**config.mk**
```make
export PLATFORM = sky130hd
export DESIGN_NAME = ppmc_core
export DESIGN_NICKNAME = d
export VERILOG_FILES = /design/src/common/ppmc_pkg.sv /design/src/common/ppmc_hs_if.sv /design/src/logic/ppmc_hs_group.sv /design/src/logic/ppmc_core.sv
export VERILOG_INCLUDE_DIRS = /design/src /design/src/common
export SDC_FILE = /design/constraint.sdc
export NUM_CORES = 1
export LEC_CHECK = 0
export ABC_AREA = 1
export BUFFER_PORTS_ARGS = -buffer_cell sky130_fd_sc_hd__buf_2
export CORE_MARGIN = 3
export CORE_UTILIZATION = 44
export DETAILED_ROUTE_END_ITERATION = 10
export HOLD_SLACK_MARGIN = 0.05
export PLACE_DENSITY = 0.62
export SLEW_MARGIN = 20
export SYNTH_ARGS = -nofsm -noshare
export SYNTH_HDL_FRONTEND = slang
export SYNTH_SLANG_ARGS = --single-unit
```
**constraint.sdc**
```tcl
create_clock -name mclk -period 3.9 [get_ports mclk]
set_input_delay 0.195 -clock mclk [delete_from_list [all_inputs] [get_ports mclk]]
set_output_delay 0.195 -clock mclk [all_outputs]
set_load 0.05 [all_outputs]
```
**src/common/ppmc_map.svh**
```systemverilog
// offsets, control word fields and reset values of the parallel port block
// assumes: included by its bare name from the package and bench files
`ifndef PPMC_MAP_SVH
`define PPMC_MAP_SVH

// host register offsets on the 5-bit host address
`define PPMC_OFS_FIRST      5'h00
`define PPMC_OFS_SECOND     5'h01
`define PPMC_OFS_THIRD      5'h02
`define PPMC_OFS_MODE       5'h03
`define PPMC_OFS_IRQ_EN     5'h14
`define PPMC_OFS_IRQ_GATE   5'h15

// control word fields
`define PPMC_CW_FLAG        7
`define PPMC_CW_A_MODE_HI   6
`define PPMC_CW_A_MODE_LO   5
`define PPMC_CW_A_IN        4
`define PPMC_CW_CU_IN       3
`define PPMC_CW_B_MODE      2
`define PPMC_CW_B_IN        1
`define PPMC_CW_CL_IN       0
`define PPMC_BSR_SEL_HI     3
`define PPMC_BSR_SEL_LO     1
`define PPMC_BSR_VAL        0

// interrupt control fields
`define PPMC_EN_A_BIT       0
`define PPMC_EN_B_BIT       1
`define PPMC_GIE_BIT        2

// third-port handshake line positions
`define PPMC_PC_A_OBF       7
`define PPMC_PC_A_ACK       6
`define PPMC_PC_A_IBF       5
`define PPMC_PC_A_STB       4
`define PPMC_PC_A_INTR      3
`define PPMC_PC_B_STB       2
`define PPMC_PC_B_BUF       1
`define PPMC_PC_B_INTR      0

// reset values: basic mode, every section input
`define PPMC_MODE_RESET     8'h9b
`define PPMC_BYTE_ZERO      8'h00

`endif

```
**src/common/ppmc_pkg.sv**
```systemverilog
// types shared by the parallel port core and its handshake group
// assumes: ppmc_map.svh is on the include path
package ppmc_pkg;
  `include "ppmc_map.svh"

  // operating mode of a group
  typedef enum logic [1:0] {
    PPMC_BASIC,
    PPMC_STROBED,
    PPMC_BIDIR
  } ppmc_mode_t;

  // state of one handshake group
  typedef struct packed {
    logic       ibf;
    logic       obf;
    logic       out_done;
    logic       intr;
    logic [7:0] lat;
  } ppmc_hs_state_t;

  // state of the core
  typedef struct packed {
    logic [1:0] wr_s;
    logic       wr_d;
    logic [1:0] rd_s;
    logic       rd_d;
    logic [4:0] addr_s1;
    logic [4:0] addr_s2;
    logic [7:0] wdat_s1;
    logic [7:0] wdat_s2;
    logic [4:0] cap_addr;
    logic [7:0] cap_data;
    logic [7:0] pa_s1;
    logic [7:0] pa_s2;
    logic [7:0] pb_s1;
    logic [7:0] pb_s2;
    logic [7:0] pc_s1;
    logic [7:0] pc_s2;
    logic [7:0] pc_d;
    logic [7:0] mode_word;
    logic [7:0] out_a;
    logic [7:0] out_b;
    logic [7:0] out_c;
    logic [1:0] port_irq_en;
    logic       global_irq_enable;
    logic [7:0] host_rdata;
    logic       host_rdata_oe;
    logic       host_irq;
    logic [7:0] pa_out;
    logic       pa_oe;
    logic [7:0] pb_out;
    logic       pb_oe;
    logic [7:0] pc_out;
    logic [7:0] pc_oe;
  } ppmc_core_state_t;
endpackage

```
**src/common/ppmc_hs_if.sv**
```systemverilog
// signals between the core and one handshake group
// assumes: one instance per group, all on mclk
`timescale 1ns/1ps
interface ppmc_hs_if;
  logic       en_in;
  logic       en_out;
  logic       inte_in;
  logic       inte_out;
  logic       stb_fall;
  logic       ack_fall;
  logic       rd_pulse;
  logic       wr_pulse;
  logic [7:0] pin_data;
  logic       ibf;
  logic       obf;
  logic       intr;
  logic [7:0] lat;

  modport core (
    output en_in, en_out, inte_in, inte_out, stb_fall, ack_fall,
    output rd_pulse, wr_pulse, pin_data,
    input  ibf, obf, intr, lat
  );
  modport grp (
    input  en_in, en_out, inte_in, inte_out, stb_fall, ack_fall,
    input  rd_pulse, wr_pulse, pin_data,
    output ibf, obf, intr, lat
  );
endinterface // ppmc_hs_if

```
**src/logic/ppmc_hs_group.sv**
```systemverilog
// one strobed handshake group: input latch, buffer flags, request
// assumes: strobe, acknowledge and host pulses are one-cycle on mclk
`timescale 1ns/1ps
module ppmc_hs_group
  import ppmc_pkg::*;
(
  input wire logic mclk,
  input wire logic nrst,
  ppmc_hs_if.grp   hs
);

  ppmc_hs_state_t r;
  ppmc_hs_state_t next_r;

  // flag updates, the setting event wins over the clearing one
  always_comb begin
    next_r = r;
    if (hs.rd_pulse) begin
      next_r.ibf = 1'b0;
    end
    if (hs.en_in && hs.stb_fall) begin
      next_r.ibf = 1'b1;
      next_r.lat = hs.pin_data;
    end
    if (hs.ack_fall) begin
      next_r.obf = 1'b0;
    end
    if (hs.wr_pulse) begin
      next_r.out_done = 1'b0;
    end
    if (hs.en_out && hs.ack_fall && r.obf) begin
      next_r.out_done = 1'b1;
    end
    if (hs.en_out && hs.wr_pulse) begin
      next_r.obf = 1'b1;
    end
    if (!hs.en_in) begin
      next_r.ibf = 1'b0;
    end
    if (!hs.en_out) begin
      next_r.obf      = 1'b0;
      next_r.out_done = 1'b0;
    end
    // request from full input latch or emptied output latch
    next_r.intr = (hs.en_in && next_r.ibf && hs.inte_in) ||
                  (hs.en_out && next_r.out_done && hs.inte_out);
  end

  always_ff @(posedge mclk or negedge nrst) begin
    if (!nrst) begin
      r <= '0;
    end else begin
      r <= next_r;
    end
  end

  assign hs.ibf  = r.ibf;
  assign hs.obf  = r.obf;
  assign hs.intr = r.intr;
  assign hs.lat  = r.lat;

endmodule // ppmc_hs_group

```
**src/logic/ppmc_core.sv**
```systemverilog
// parallel port core: host register port, mode decode, pins and interrupt gate
// assumes: host strobes and all port pins are asynchronous to mclk (40 MHz)
`timescale 1ns/1ps
module ppmc_core
  import ppmc_pkg::*;
(
  input  wire logic       mclk,
  input  wire logic       nrst,
  input  wire logic [4:0] host_addr,
  input  wire logic [7:0] host_wdata,
  input  wire logic       host_wr_n,
  input  wire logic       host_rd_n,
  output logic [7:0]      host_rdata,
  output logic            host_rdata_oe,
  output logic            host_irq,
  input  wire logic [7:0] pa_in,
  output logic [7:0]      pa_out,
  output logic            pa_oe,
  input  wire logic [7:0] pb_in,
  output logic [7:0]      pb_out,
  output logic            pb_oe,
  input  wire logic [7:0] pc_in,
  output logic [7:0]      pc_out,
  output logic [7:0]      pc_oe
);

  ppmc_core_state_t r;
  ppmc_core_state_t next_r;
  ppmc_hs_if        hs[2] ();

  // decode of the first group's mode field
  function automatic ppmc_mode_t mode_of_a(input logic [7:0] cw);
    if (cw[`PPMC_CW_A_MODE_HI]) begin
      return PPMC_BIDIR;
    end else if (cw[`PPMC_CW_A_MODE_LO]) begin
      return PPMC_STROBED;
    end else begin
      return PPMC_BASIC;
    end
  endfunction

  // decode of the second group's mode field, no bidirectional choice
  function automatic ppmc_mode_t mode_of_b(input logic [7:0] cw);
    if (cw[`PPMC_CW_B_MODE]) begin
      return PPMC_STROBED;
    end else begin
      return PPMC_BASIC;
    end
  endfunction

  ppmc_mode_t mode_a;
  ppmc_mode_t mode_b;
  logic       a_in;
  logic       b_in;
  logic       cu_in;
  logic       cl_in;
  logic       wr_end;
  logic       rd_end;
  logic [7:0] pc_fall;
  logic [7:0] hs_mask;
  logic [7:0] hs_out;
  logic [7:0] hs_val;
  logic [7:0] gpio_out;
  logic [7:0] pc_rd;
  logic [7:0] pa_rd;
  logic [7:0] pb_rd;
  logic [2:0] bsr_sel;
  logic       req_a;
  logic       req_b;

  // mode fields and host strobe ends
  always_comb begin
    mode_a  = mode_of_a(r.mode_word);
    mode_b  = mode_of_b(r.mode_word);
    a_in    = r.mode_word[`PPMC_CW_A_IN];
    cu_in   = r.mode_word[`PPMC_CW_CU_IN];
    b_in    = r.mode_word[`PPMC_CW_B_IN];
    cl_in   = r.mode_word[`PPMC_CW_CL_IN];
    wr_end  = r.wr_d & ~r.wr_s[1];
    rd_end  = r.rd_d & ~r.rd_s[1];
    pc_fall = r.pc_d & ~r.pc_s2;
    bsr_sel = r.cap_data[`PPMC_BSR_SEL_HI:`PPMC_BSR_SEL_LO];
  end

  // ownership of the third-port lines by handshake or plain use
  always_comb begin
    hs_mask  = 8'h00;
    hs_out   = 8'h00;
    hs_val   = 8'h00;
    gpio_out = {{4{~cu_in}}, {4{~cl_in}}};
    case (mode_a)
      PPMC_STROBED: begin
        hs_mask[`PPMC_PC_A_INTR] = 1'b1;
        hs_out[`PPMC_PC_A_INTR]  = 1'b1;
        if (a_in) begin
          hs_mask[`PPMC_PC_A_IBF] = 1'b1;
          hs_mask[`PPMC_PC_A_STB] = 1'b1;
          hs_out[`PPMC_PC_A_IBF]  = 1'b1;
        end else begin
          hs_mask[`PPMC_PC_A_OBF] = 1'b1;
          hs_mask[`PPMC_PC_A_ACK] = 1'b1;
          hs_out[`PPMC_PC_A_OBF]  = 1'b1;
        end
      end
      PPMC_BIDIR: begin
        hs_mask[`PPMC_PC_A_OBF:`PPMC_PC_A_INTR] = 5'h1f;
        hs_out[`PPMC_PC_A_OBF]  = 1'b1;
        hs_out[`PPMC_PC_A_IBF]  = 1'b1;
        hs_out[`PPMC_PC_A_INTR] = 1'b1;
      end
      default: begin
      end
    endcase
    if (mode_b == PPMC_STROBED) begin
      hs_mask[`PPMC_PC_B_STB:`PPMC_PC_B_INTR] = 3'h7;
      hs_out[`PPMC_PC_B_BUF]  = 1'b1;
      hs_out[`PPMC_PC_B_INTR] = 1'b1;
    end
    // handshake line levels, output-buffer-full lines active low, input-buffer-full lines active high
    hs_val[`PPMC_PC_A_OBF]  = ~hs[0].obf;
    hs_val[`PPMC_PC_A_IBF]  = hs[0].ibf;
    hs_val[`PPMC_PC_A_INTR] = hs[0].intr;
    hs_val[`PPMC_PC_B_BUF]  = b_in ? hs[1].ibf : ~hs[1].obf;
    hs_val[`PPMC_PC_B_INTR] = hs[1].intr;
  end

  // group links; enables of the requests live in third-port latch bits
  always_comb begin
    hs[0].en_in    = (mode_a == PPMC_BIDIR) || (mode_a == PPMC_STROBED && a_in);
    hs[0].en_out   = (mode_a == PPMC_BIDIR) || (mode_a == PPMC_STROBED && !a_in);
    hs[0].inte_in  = r.out_c[`PPMC_PC_A_STB];
    hs[0].inte_out = r.out_c[`PPMC_PC_A_ACK];
    hs[0].stb_fall = pc_fall[`PPMC_PC_A_STB];
    hs[0].ack_fall = pc_fall[`PPMC_PC_A_ACK];
    hs[0].rd_pulse = rd_end && r.cap_addr == `PPMC_OFS_FIRST;
    hs[0].wr_pulse = wr_end && r.cap_addr == `PPMC_OFS_FIRST;
    hs[0].pin_data = r.pa_s2;
    hs[1].en_in    = mode_b == PPMC_STROBED && b_in;
    hs[1].en_out   = mode_b == PPMC_STROBED && !b_in;
    hs[1].inte_in  = r.out_c[`PPMC_PC_B_STB];
    hs[1].inte_out = r.out_c[`PPMC_PC_B_STB];
    hs[1].stb_fall = pc_fall[`PPMC_PC_B_STB];
    hs[1].ack_fall = pc_fall[`PPMC_PC_B_STB];
    hs[1].rd_pulse = rd_end && r.cap_addr == `PPMC_OFS_SECOND;
    hs[1].wr_pulse = wr_end && r.cap_addr == `PPMC_OFS_SECOND;
    hs[1].pin_data = r.pb_s2;
  end

  // both handshake groups
  generate
    for (genvar g = 0; g < 2; g++) begin : g_grp
      ppmc_hs_group ppmc_hs_group_inst (
        .mclk (mclk),
        .nrst (nrst),
        .hs   (hs[g])
      );
    end
  endgenerate

  // read values of the three data ports
  always_comb begin
    if (mode_a == PPMC_BASIC) begin
      pa_rd = a_in ? r.pa_s2 : r.out_a;
    end else if (mode_a == PPMC_STROBED && !a_in) begin
      pa_rd = r.out_a;
    end else begin
      pa_rd = hs[0].lat;
    end
    if (mode_b == PPMC_STROBED && b_in) begin
      pb_rd = hs[1].lat;
    end else begin
      pb_rd = b_in ? r.pb_s2 : r.out_b;
    end
    // handshake inputs read back their enable bit, outputs their level
    for (int i = 0; i < 8; i++) begin
      if (hs_mask[i]) begin
        pc_rd[i] = hs_out[i] ? hs_val[i] : r.out_c[i];
      end else begin
        pc_rd[i] = gpio_out[i] ? r.out_c[i] : r.pc_s2[i];
      end
    end
  end

  // requests through the enable gates
  always_comb begin
    req_a = hs[0].intr & r.port_irq_en[`PPMC_EN_A_BIT];
    req_b = hs[1].intr & r.port_irq_en[`PPMC_EN_B_BIT];
  end

  // next state: synchronisers, host writes and reads, pin drive
  always_comb begin
    next_r         = r;
    next_r.wr_s    = {r.wr_s[0], ~host_wr_n};
    next_r.wr_d    = r.wr_s[1];
    next_r.rd_s    = {r.rd_s[0], ~host_rd_n};
    next_r.rd_d    = r.rd_s[1];
    next_r.addr_s1 = host_addr;
    next_r.addr_s2 = r.addr_s1;
    next_r.wdat_s1 = host_wdata;
    next_r.wdat_s2 = r.wdat_s1;
    next_r.pa_s1   = pa_in;
    next_r.pa_s2   = r.pa_s1;
    next_r.pb_s1   = pb_in;
    next_r.pb_s2   = r.pb_s1;
    next_r.pc_s1   = pc_in;
    next_r.pc_s2   = r.pc_s1;
    next_r.pc_d    = r.pc_s2;
    // follow address and data while a strobe is active, hold them after
    if (r.wr_s[1] || r.rd_s[1]) begin
      next_r.cap_addr = r.addr_s2;
      next_r.cap_data = r.wdat_s2;
    end
    // register writes at the end of the write strobe
    if (wr_end) begin
      case (r.cap_addr)
        `PPMC_OFS_FIRST: begin
          next_r.out_a = r.cap_data;
        end
        `PPMC_OFS_SECOND: begin
          next_r.out_b = r.cap_data;
        end
        `PPMC_OFS_THIRD: begin
          next_r.out_c = (r.out_c & hs_mask) | (r.cap_data & ~hs_mask);
        end
        `PPMC_OFS_MODE: begin
          if (r.cap_data[`PPMC_CW_FLAG]) begin
            next_r.mode_word = r.cap_data;
            next_r.out_a     = `PPMC_BYTE_ZERO;
            next_r.out_c     = `PPMC_BYTE_ZERO;
          end else begin
            next_r.out_c[bsr_sel] = r.cap_data[`PPMC_BSR_VAL];
          end
        end
        `PPMC_OFS_IRQ_EN: begin
          next_r.port_irq_en = r.cap_data[`PPMC_EN_B_BIT:`PPMC_EN_A_BIT];
        end
        `PPMC_OFS_IRQ_GATE: begin
          next_r.global_irq_enable = r.cap_data[`PPMC_GIE_BIT];
        end
        default: begin
        end
      endcase
    end
    // read data driven while the read strobe is seen
    next_r.host_rdata_oe = r.rd_s[1];
    case (r.addr_s2)
      `PPMC_OFS_FIRST:  next_r.host_rdata = pa_rd;
      `PPMC_OFS_SECOND: next_r.host_rdata = pb_rd;
      `PPMC_OFS_THIRD:  next_r.host_rdata = pc_rd;
      default:          next_r.host_rdata = `PPMC_BYTE_ZERO;
    endcase
    next_r.host_irq = r.global_irq_enable & (req_a | req_b);
    // first port drive: output modes, or bus turned while acknowledged
    next_r.pa_out = r.out_a;
    case (mode_a)
      PPMC_BASIC:   next_r.pa_oe = ~a_in;
      PPMC_STROBED: next_r.pa_oe = ~a_in;
      PPMC_BIDIR:   next_r.pa_oe = ~r.pc_s2[`PPMC_PC_A_ACK];
      default:      next_r.pa_oe = 1'b0;
    endcase
    next_r.pb_out = r.out_b;
    next_r.pb_oe  = ~b_in;
    // third port: handshake lines override the plain latch
    for (int i = 0; i < 8; i++) begin
      if (hs_mask[i]) begin
        next_r.pc_out[i] = hs_val[i];
        next_r.pc_oe[i]  = hs_out[i];
      end else begin
        next_r.pc_out[i] = r.out_c[i];
        next_r.pc_oe[i]  = gpio_out[i];
      end
    end
  end

  // one register for all core state, the handshake groups hold their own
  always_ff @(posedge mclk or negedge nrst) begin
    if (!nrst) begin
      r           <= '0;
      r.mode_word <= `PPMC_MODE_RESET;
    end else begin
      r <= next_r;
    end
  end

  // outputs straight from the state register
  assign host_rdata    = r.host_rdata;
  assign host_rdata_oe = r.host_rdata_oe;
  assign host_irq      = r.host_irq;
  assign pa_out        = r.pa_out;
  assign pa_oe         = r.pa_oe;
  assign pb_out        = r.pb_out;
  assign pb_oe         = r.pb_oe;
  assign pc_out        = r.pc_out;
  assign pc_oe         = r.pc_oe;

endmodule // ppmc_core

```
==> results of run 1 <==
[critical path, stage by stage, from the launching register on]
cell     delay, ps
dfrtp_1        540
nand2_1        110
inv_2          110
nand4_4        320
inv_1          350
nand2_1         90
nand2_1         90
nand2_1         50
nand2_1         60
[per-layer routing]
layer  up-vias  GRT usage, %  routed length [um]
met5         -             0                   0
li1       2500             -                   -
met4         0          8.42                 507
met2       154          28.9                8090
met3        38          5.49                1000
met1      2518          24.0                7330
[final cells by class]
| class | instances | area [um^2] |
|---|---|---|
| clock inverter | 11 | 129 |
| timing repair buffer | 127 | 865 |
| multi-input combinational | 425 | 2080 |
| sequential | 196 | 4910 |
| inverter | 68 | 258 |
| tap | 220 | 275 |
| fill | 1489 | 7920 |
| clock buffer | 20 | 447 |
[state kept, by name, indices dropped and copies added, names as in the netlist, 3 cells and up, named ones only]
signal,cells
next_r,65
host_rdata,8
hs.pin_data,16
pb_out,8
r,33
pc_out,8
bsr_sel,3
g_grp.ppmc_hs_group_inst.hs.lat,16
pc_oe,7
pa_out,8
[worst min-delay path by stage]
stage	cells past startpoint	to	slack [ps]	startpoint
2_1_floorplan	0	async pin	-100	nrst
3_3_place_gp	1	next_r[166]$_DFF_PN0_	300	host_addr[2]
3_5_place_dp	1	next_r[94]$_DFF_PN0_	300	pc_in[7]
4_1_cts	0	next_r[84]$_DFF_PN0_	350	next_r[92]$_DFF_PN0_
5_1_grt	0	next_r[85]$_DFF_PN0_	350	next_r[93]$_DFF_PN0_
6_report	0	hs[0].pin_data[1]$_DFF_PN0_	350	next_r[120]$_DFF_PN0_
[power by group]
| part | total [mW] | internal [mW] | switching (mW) |
|---|---|---|---|
| Sequential | 2.43 | 2.27 | 0.156 |
| Clock | 1.70 | 0.962 | 0.742 |
| Combinational | 0.932 | 0.257 | 0.675 |
| Total | 5.06 | 3.49 | 1.57 |
[cell usage after synthesis (2+ instances only)]
cell type and n:
nor2_1 55, o21ai_2 15, nand3_1 40, o211ai_1 6, a21oi_1 15, a22oi_1 5, nand3_4 2, clkbuf_1 4
inv_2 4, dfstp_2 4, o21ai_1 5, buf_4 44, o21ai_0 28, nand4_1 13, buf_6 7, nor3_1 6
nand2_2 5, or2_2 2, inv_1 62, mux2_2 7, buf_2 5, mux2_1 2, o21a_1 2, nand2_1 203
dfrtp_1 192, nor2_4 5, nand3_2 3
[stage by stage]
step / power, mW / area, um^2 / hold WS, ps
2_1_floorplan: 3.20 / 7700 / -101
3_3_place_gp: 3.35 / 7990 / 302
3_5_place_dp: 3.37 / 7990 / 304
4_1_cts: 5.11 / 8960 / 351
5_1_grt: 5.31 / 8960 / 353
6_report: 5.06 / 8960 / 350
[kinds of logic after synthesis]
family | after synthesis | share of synthesized area (%)
simple gates | 337 | 19.2
flops | 196 | 63.8
buf+inv | 128 | 9.19
compound gates | 79 | 6.49
mux | 9 | 1.32
[repair_timing]
action,4_1_cts,5_1_grt
hold buffers,40,0
gates resized for setup,0,0
buffers inserted,0,0
hold endpoints to repair,146,0
==> results.yml, run 1 <==
outcome:
  status: "finished, final reports clean"
finish:
  final_cells: 1067
  syn_to_final_growth_pct: 16.5
  n_antenna_cell: 0
  final_nets: 876
  fin_util_pct: 53.1
  final_common_cell: "nand2_1"
  final_layout_size_suffix_gt1_share_pct: 19.7
  final_cell_mix: "nand2_1 (203), dfrtp_1 (192), buf_2 (83), inv_1 (62), nor2_1 (55)"
timing:
  fin_crit_ps: 1770
  fmax_ghz: 0.565
  max-slew-margin-rel_pct: 41.4
  layout_setup_ws_ps: 2130
  fin_setup_tns_ps: 0
  fin_skew_ps: 10.4
  rsz0062_at_grt: "false"
  setup_viol: 0
  hold_viol: 0
  worst_pin_slew_ps: 879
  min_period_over_period_pct: 45.4
  slew_viol_final: 0
grt:
  antenna_found_initial: 0
  overflow: 0
  grt_max_degree: 113
  grt_pass1_vias: 5182
  grt_usage_pct: 18.5
  grt_pass1_wl_um: 27400
drt:
  vias: 5210
  antenna_left: 0
  wl_per_cell_um: 15.9
  routed_wl_um: 16900
  post_drt_via_cell_ratio: 4.88
  drtPass1Iterations: 5
  drc: 0
  drt_iter0_markers: 437
clock_network:
  clockRootBuffer: "clkbuf_16"
  cts_tree: "done"
  htreeDepth: 4
  cts.clk_slew.worst_paths_ps: 70
  clock_sinks: 196
  numCtsBuffers: 17
  cts_buffer_depth: 2
  clk_latency_ps: 430
synthesis:
  post-synth-top-area-cell: "dfrtp_1"
  yosys_most_used_dff: "dfrtp_1"
  yosysSeqAreaShare_pct: 63.8
  avgSynthCellArea_um2: 10.3
  ys_top_cells_by_area: "dfrtp_1 (62%), nand2_1 (9.9%), buf_4 (4.3%)"
  postSynthCellCount: 749
  synth_fp_nets: 790
  netlist_area_um2: 7700
  synth_top_area_share_pct: 62.4
  yosysWarningCount: 0
  synth-seq-cells: 196
  async_flop_share_pct: 100
  synthDistinctLibCells: 35
  synth_edf_count: 0
worst_setup_path:
  timing.rr.start: "r[143]$_DFFE_PN0P_"
  end_kind: "register"
  crit_required_ps: 4280
  r2r_slack_ps: 2130
  r2r_cells: 8
  crit_start: "r[143]$_DFFE_PN0P_"
  startpoint_type: "register"
  crit_arrival_ps: 2150
  critPathKind: "reg -> reg"
  crit_path_max_fanout: 25
die:
  die_h_um: 138
  coreArea_um2: 16900
  ioPinCount: 85
  dieWidth_um: 138
  start_util_pct: 45.6
  fp-row-count: 47
  dieArea_um2: 19100
power_and_ir_drop:
  p_per_area_nw_per_um2: 565
  vdd_drop_max_mv: 0.534
  leakagePower_nw: 4.46
job:
  drv_cap: 0
placement:
  dp_hpwl_um: 12000
  dp_slack_ps: 2170
  finalWeightedCongestion: 0.915
  placedCellCount: 996
  port_buffers: 84
min_path:
  hold_class: "reg -> reg"
(Power assumes the default switching activity.)
==> inputs of run 2 (changes only) <==
--- a/config.mk
+++ b/config.mk
@@ -12,7 +12,7 @@
 export CORE_UTILIZATION = 44
 export DETAILED_ROUTE_END_ITERATION = 10
 export HOLD_SLACK_MARGIN = 0.05
-export PLACE_DENSITY = 0.62
+export PLACE_DENSITY = 0.64
 export SLEW_MARGIN = 20
 export SYNTH_ARGS = -nofsm -noshare
 export SYNTH_HDL_FRONTEND = slang
==> constraint.sdc (replaced) <==
create_clock -name mclk -period 1.6 [get_ports mclk]
set_input_delay 0.08 -clock mclk [delete_from_list [all_inputs] [get_ports mclk]]
set_output_delay 0.08 -clock mclk [all_outputs]
set_load 0.05 [all_outputs]
==> results.yml, run 2 (synthesis gave the netlist of run 1 again) <==
die:
  coreArea_um2: 16900
  dieArea_um2: 19100
  dieWidth_um: 138
  start_util_pct: 45.6
  die_h_um: 138
  fp-row-count: 47
  ioPinCount: 85
finish:
  final_common_cell: "nand2_1"
  largest_reg_flops: 65
  n_antenna_cell: 0
  final_layout_size_suffix_gt1_share_pct: 23.0
  final_nets: 907
  fin_area_um2: 9260
  syn_to_final_growth_pct: 20.3
  final_cell_mix: "nand2_1 (202), dfrtp_1 (192), buf_2 (83), inv_1 (61), nor2_1 (55)"
worst_setup_path:
  crit_path_max_fanout: 14
  r2r_slack_ps: 90
  timing.rr.start: "r[145]$_DFFE_PN0P_"
  r2r_cells: 7
  crit_arrival_ps: 1830
  worstPathCellList: "nor2_4 > nand3_2 > nor2_4 > nand3_2 > buf_6 > nand2_1 > o21ai_2"
  startpoint_type: "register"
  slowest_stage: "dfrtp_1"
  max_stage_delay_ps: 430
  crit_required_ps: 1920
  end_kind: "register"
  worstReg2RegEnd: "r[76]$_DFFE_PN0P_"
  critPathKind: "reg -> reg"
timing:
  fin_crit_ps: 1510
  rsz0062_at_grt: "true"
  min_period_over_period_pct: 94.7
  slew_viol_final: 0
  layout_setup_ws_ps: 85.1
  worst_pin_slew_ps: 483
  max-slew-margin-rel_pct: 67.8
  hold_viol: 0
  hold_ws_ps: 214
  setup_viol: 0
  fin_skew_ps: 8.12
  fin_setup_tns_ps: 0
  fmax_ghz: 0.660
grt:
  grt_pass1_wl_um: 27200
  grt_pass1_vias: 5122
  grt_usage_pct: 18.0
  overflow: 0
  antenna_found_initial: 0
  grt_max_degree: 95
placement:
  finalWeightedCongestion: 0.869
  dp_slack_ps: 78.4
  place_area_um2: 8230
  dp_hpwl_um: 11400
  port_buffers: 84
min_path:
  hold_class: "in -> async"
clock_network:
  cts_tree: "done"
  clk_latency_ps: 430
  clockRootBuffer: "clkbuf_16"
  htreeDepth: 4
  cts.clk_slew.worst_paths_ps: 70
  cts_buffer_depth: 2
  numCtsBuffers: 17
  clock_sinks: 196
power_and_ir_drop:
  vdd_drop_max_mv: 1.09
  p_switching_mw: 3.82
  p_per_area_nw_per_um2: 1340
  power.share.clock_pct: 33.6
  leakagePower_nw: 4.64
  p_int_mw: 8.59
  switching_share_pct: 30.8
  power_frac_comb_pct: 19.0
  pwr-share-seq_pct: 47.4
drt:
  antenna_left: 0
  post_drt_via_cell_ratio: 4.73
  m1WireLength_um: 7550
  vias: 5201
  met3_length_um: 788
  drtPass1Iterations: 6
  drc: 0
  highest_layer: "met4"
  routed_wl_um: 16200
  route.met2.wl_um: 7720
  wl_per_cell_um: 14.8
  drt_iter0_markers: 309
outcome:
  status: "finished, final reports clean"
job:
  drv_cap: 0
-- run 2: cell types whose count changed in the layout (fill, tap and decap cells not counted), moves of 2 or more --
cell,delta
inv_2,+2
buf_4,+27
clkinv_2,+2
buf_12,+3
-- run 2: power by group through the flow --
stage	Clock (mW)	Combinational [mW]	Sequential, mW
finish	4.17	2.36	5.89
global route	4.49	2.57	5.95
CTS	4.27	2.34	5.89
detailed placement	0	2.26	5.98
global placement	0	2.22	5.97
floorplan	0	1.93	5.86
-- run 2: critical path: cells and delay by family (launching register included) --
| family | cells | cell delay [ps] |
|---|---|---|
| AOI/OAI and AO/OA | 1 | 50 |
| buffers and inverters | 1 | 180 |
| DFF | 1 | 430 |
| and+or+nand+nor | 5 | 740 |
-- run 2: repair_timing --
action                     CTS  global route
setup endpoints to repair    0            23
resized for setup            0             7
hold buffers                40             0
setup buffers                0             2
hold endpoints to repair   235             0
-- run 2: per-stage QoR --
step	power, mW	util, %	instances
after floorplan	7.79	-	749
after global placement	8.19	48.8	1025
after detailed placement	8.24	48.8	1025
after CTS	12.5	54.6	1097
after global routing	13.0	54.9	1099
final	12.4	54.9	1099
-- run 2: how the worst max path moves through the flow --
stage,start,endpoint,cells past startpoint
detailed placement,r[147]$_DFFE_PN0P_,r[76]$_DFFE_PN0P_,7
floorplan,r[146]$_DFFE_PN0P_,r[77]$_DFFE_PN0P_,7
global placement,r[147]$_DFFE_PN0P_,next_r[20]$_DFFE_PN0N_,7
CTS,a_in$_DFFE_PN1P_,register,7
global route,r[145]$_DFFE_PN0P_,register,7
finish,r[145]$_DFFE_PN0P_,r[76]$_DFFE_PN0P_,7
-- run 2: final cells by class --
type	instances	area (um^2)
fillers	1453	7620
clock buffers	20	447
inverters	68	258
well taps	220	275
clock inverters	12	131
repair buffers	158	1140
multi-input cells	425	2100
flip-flops and latches	196	4910
-- run 2: routing by layer --
metal,global-route usage [%],up-vias
met5,0,-
li1,-,2574
met1,25.9,2488
met4,4.16,0
met2,27.5,125
met3,4.87,14
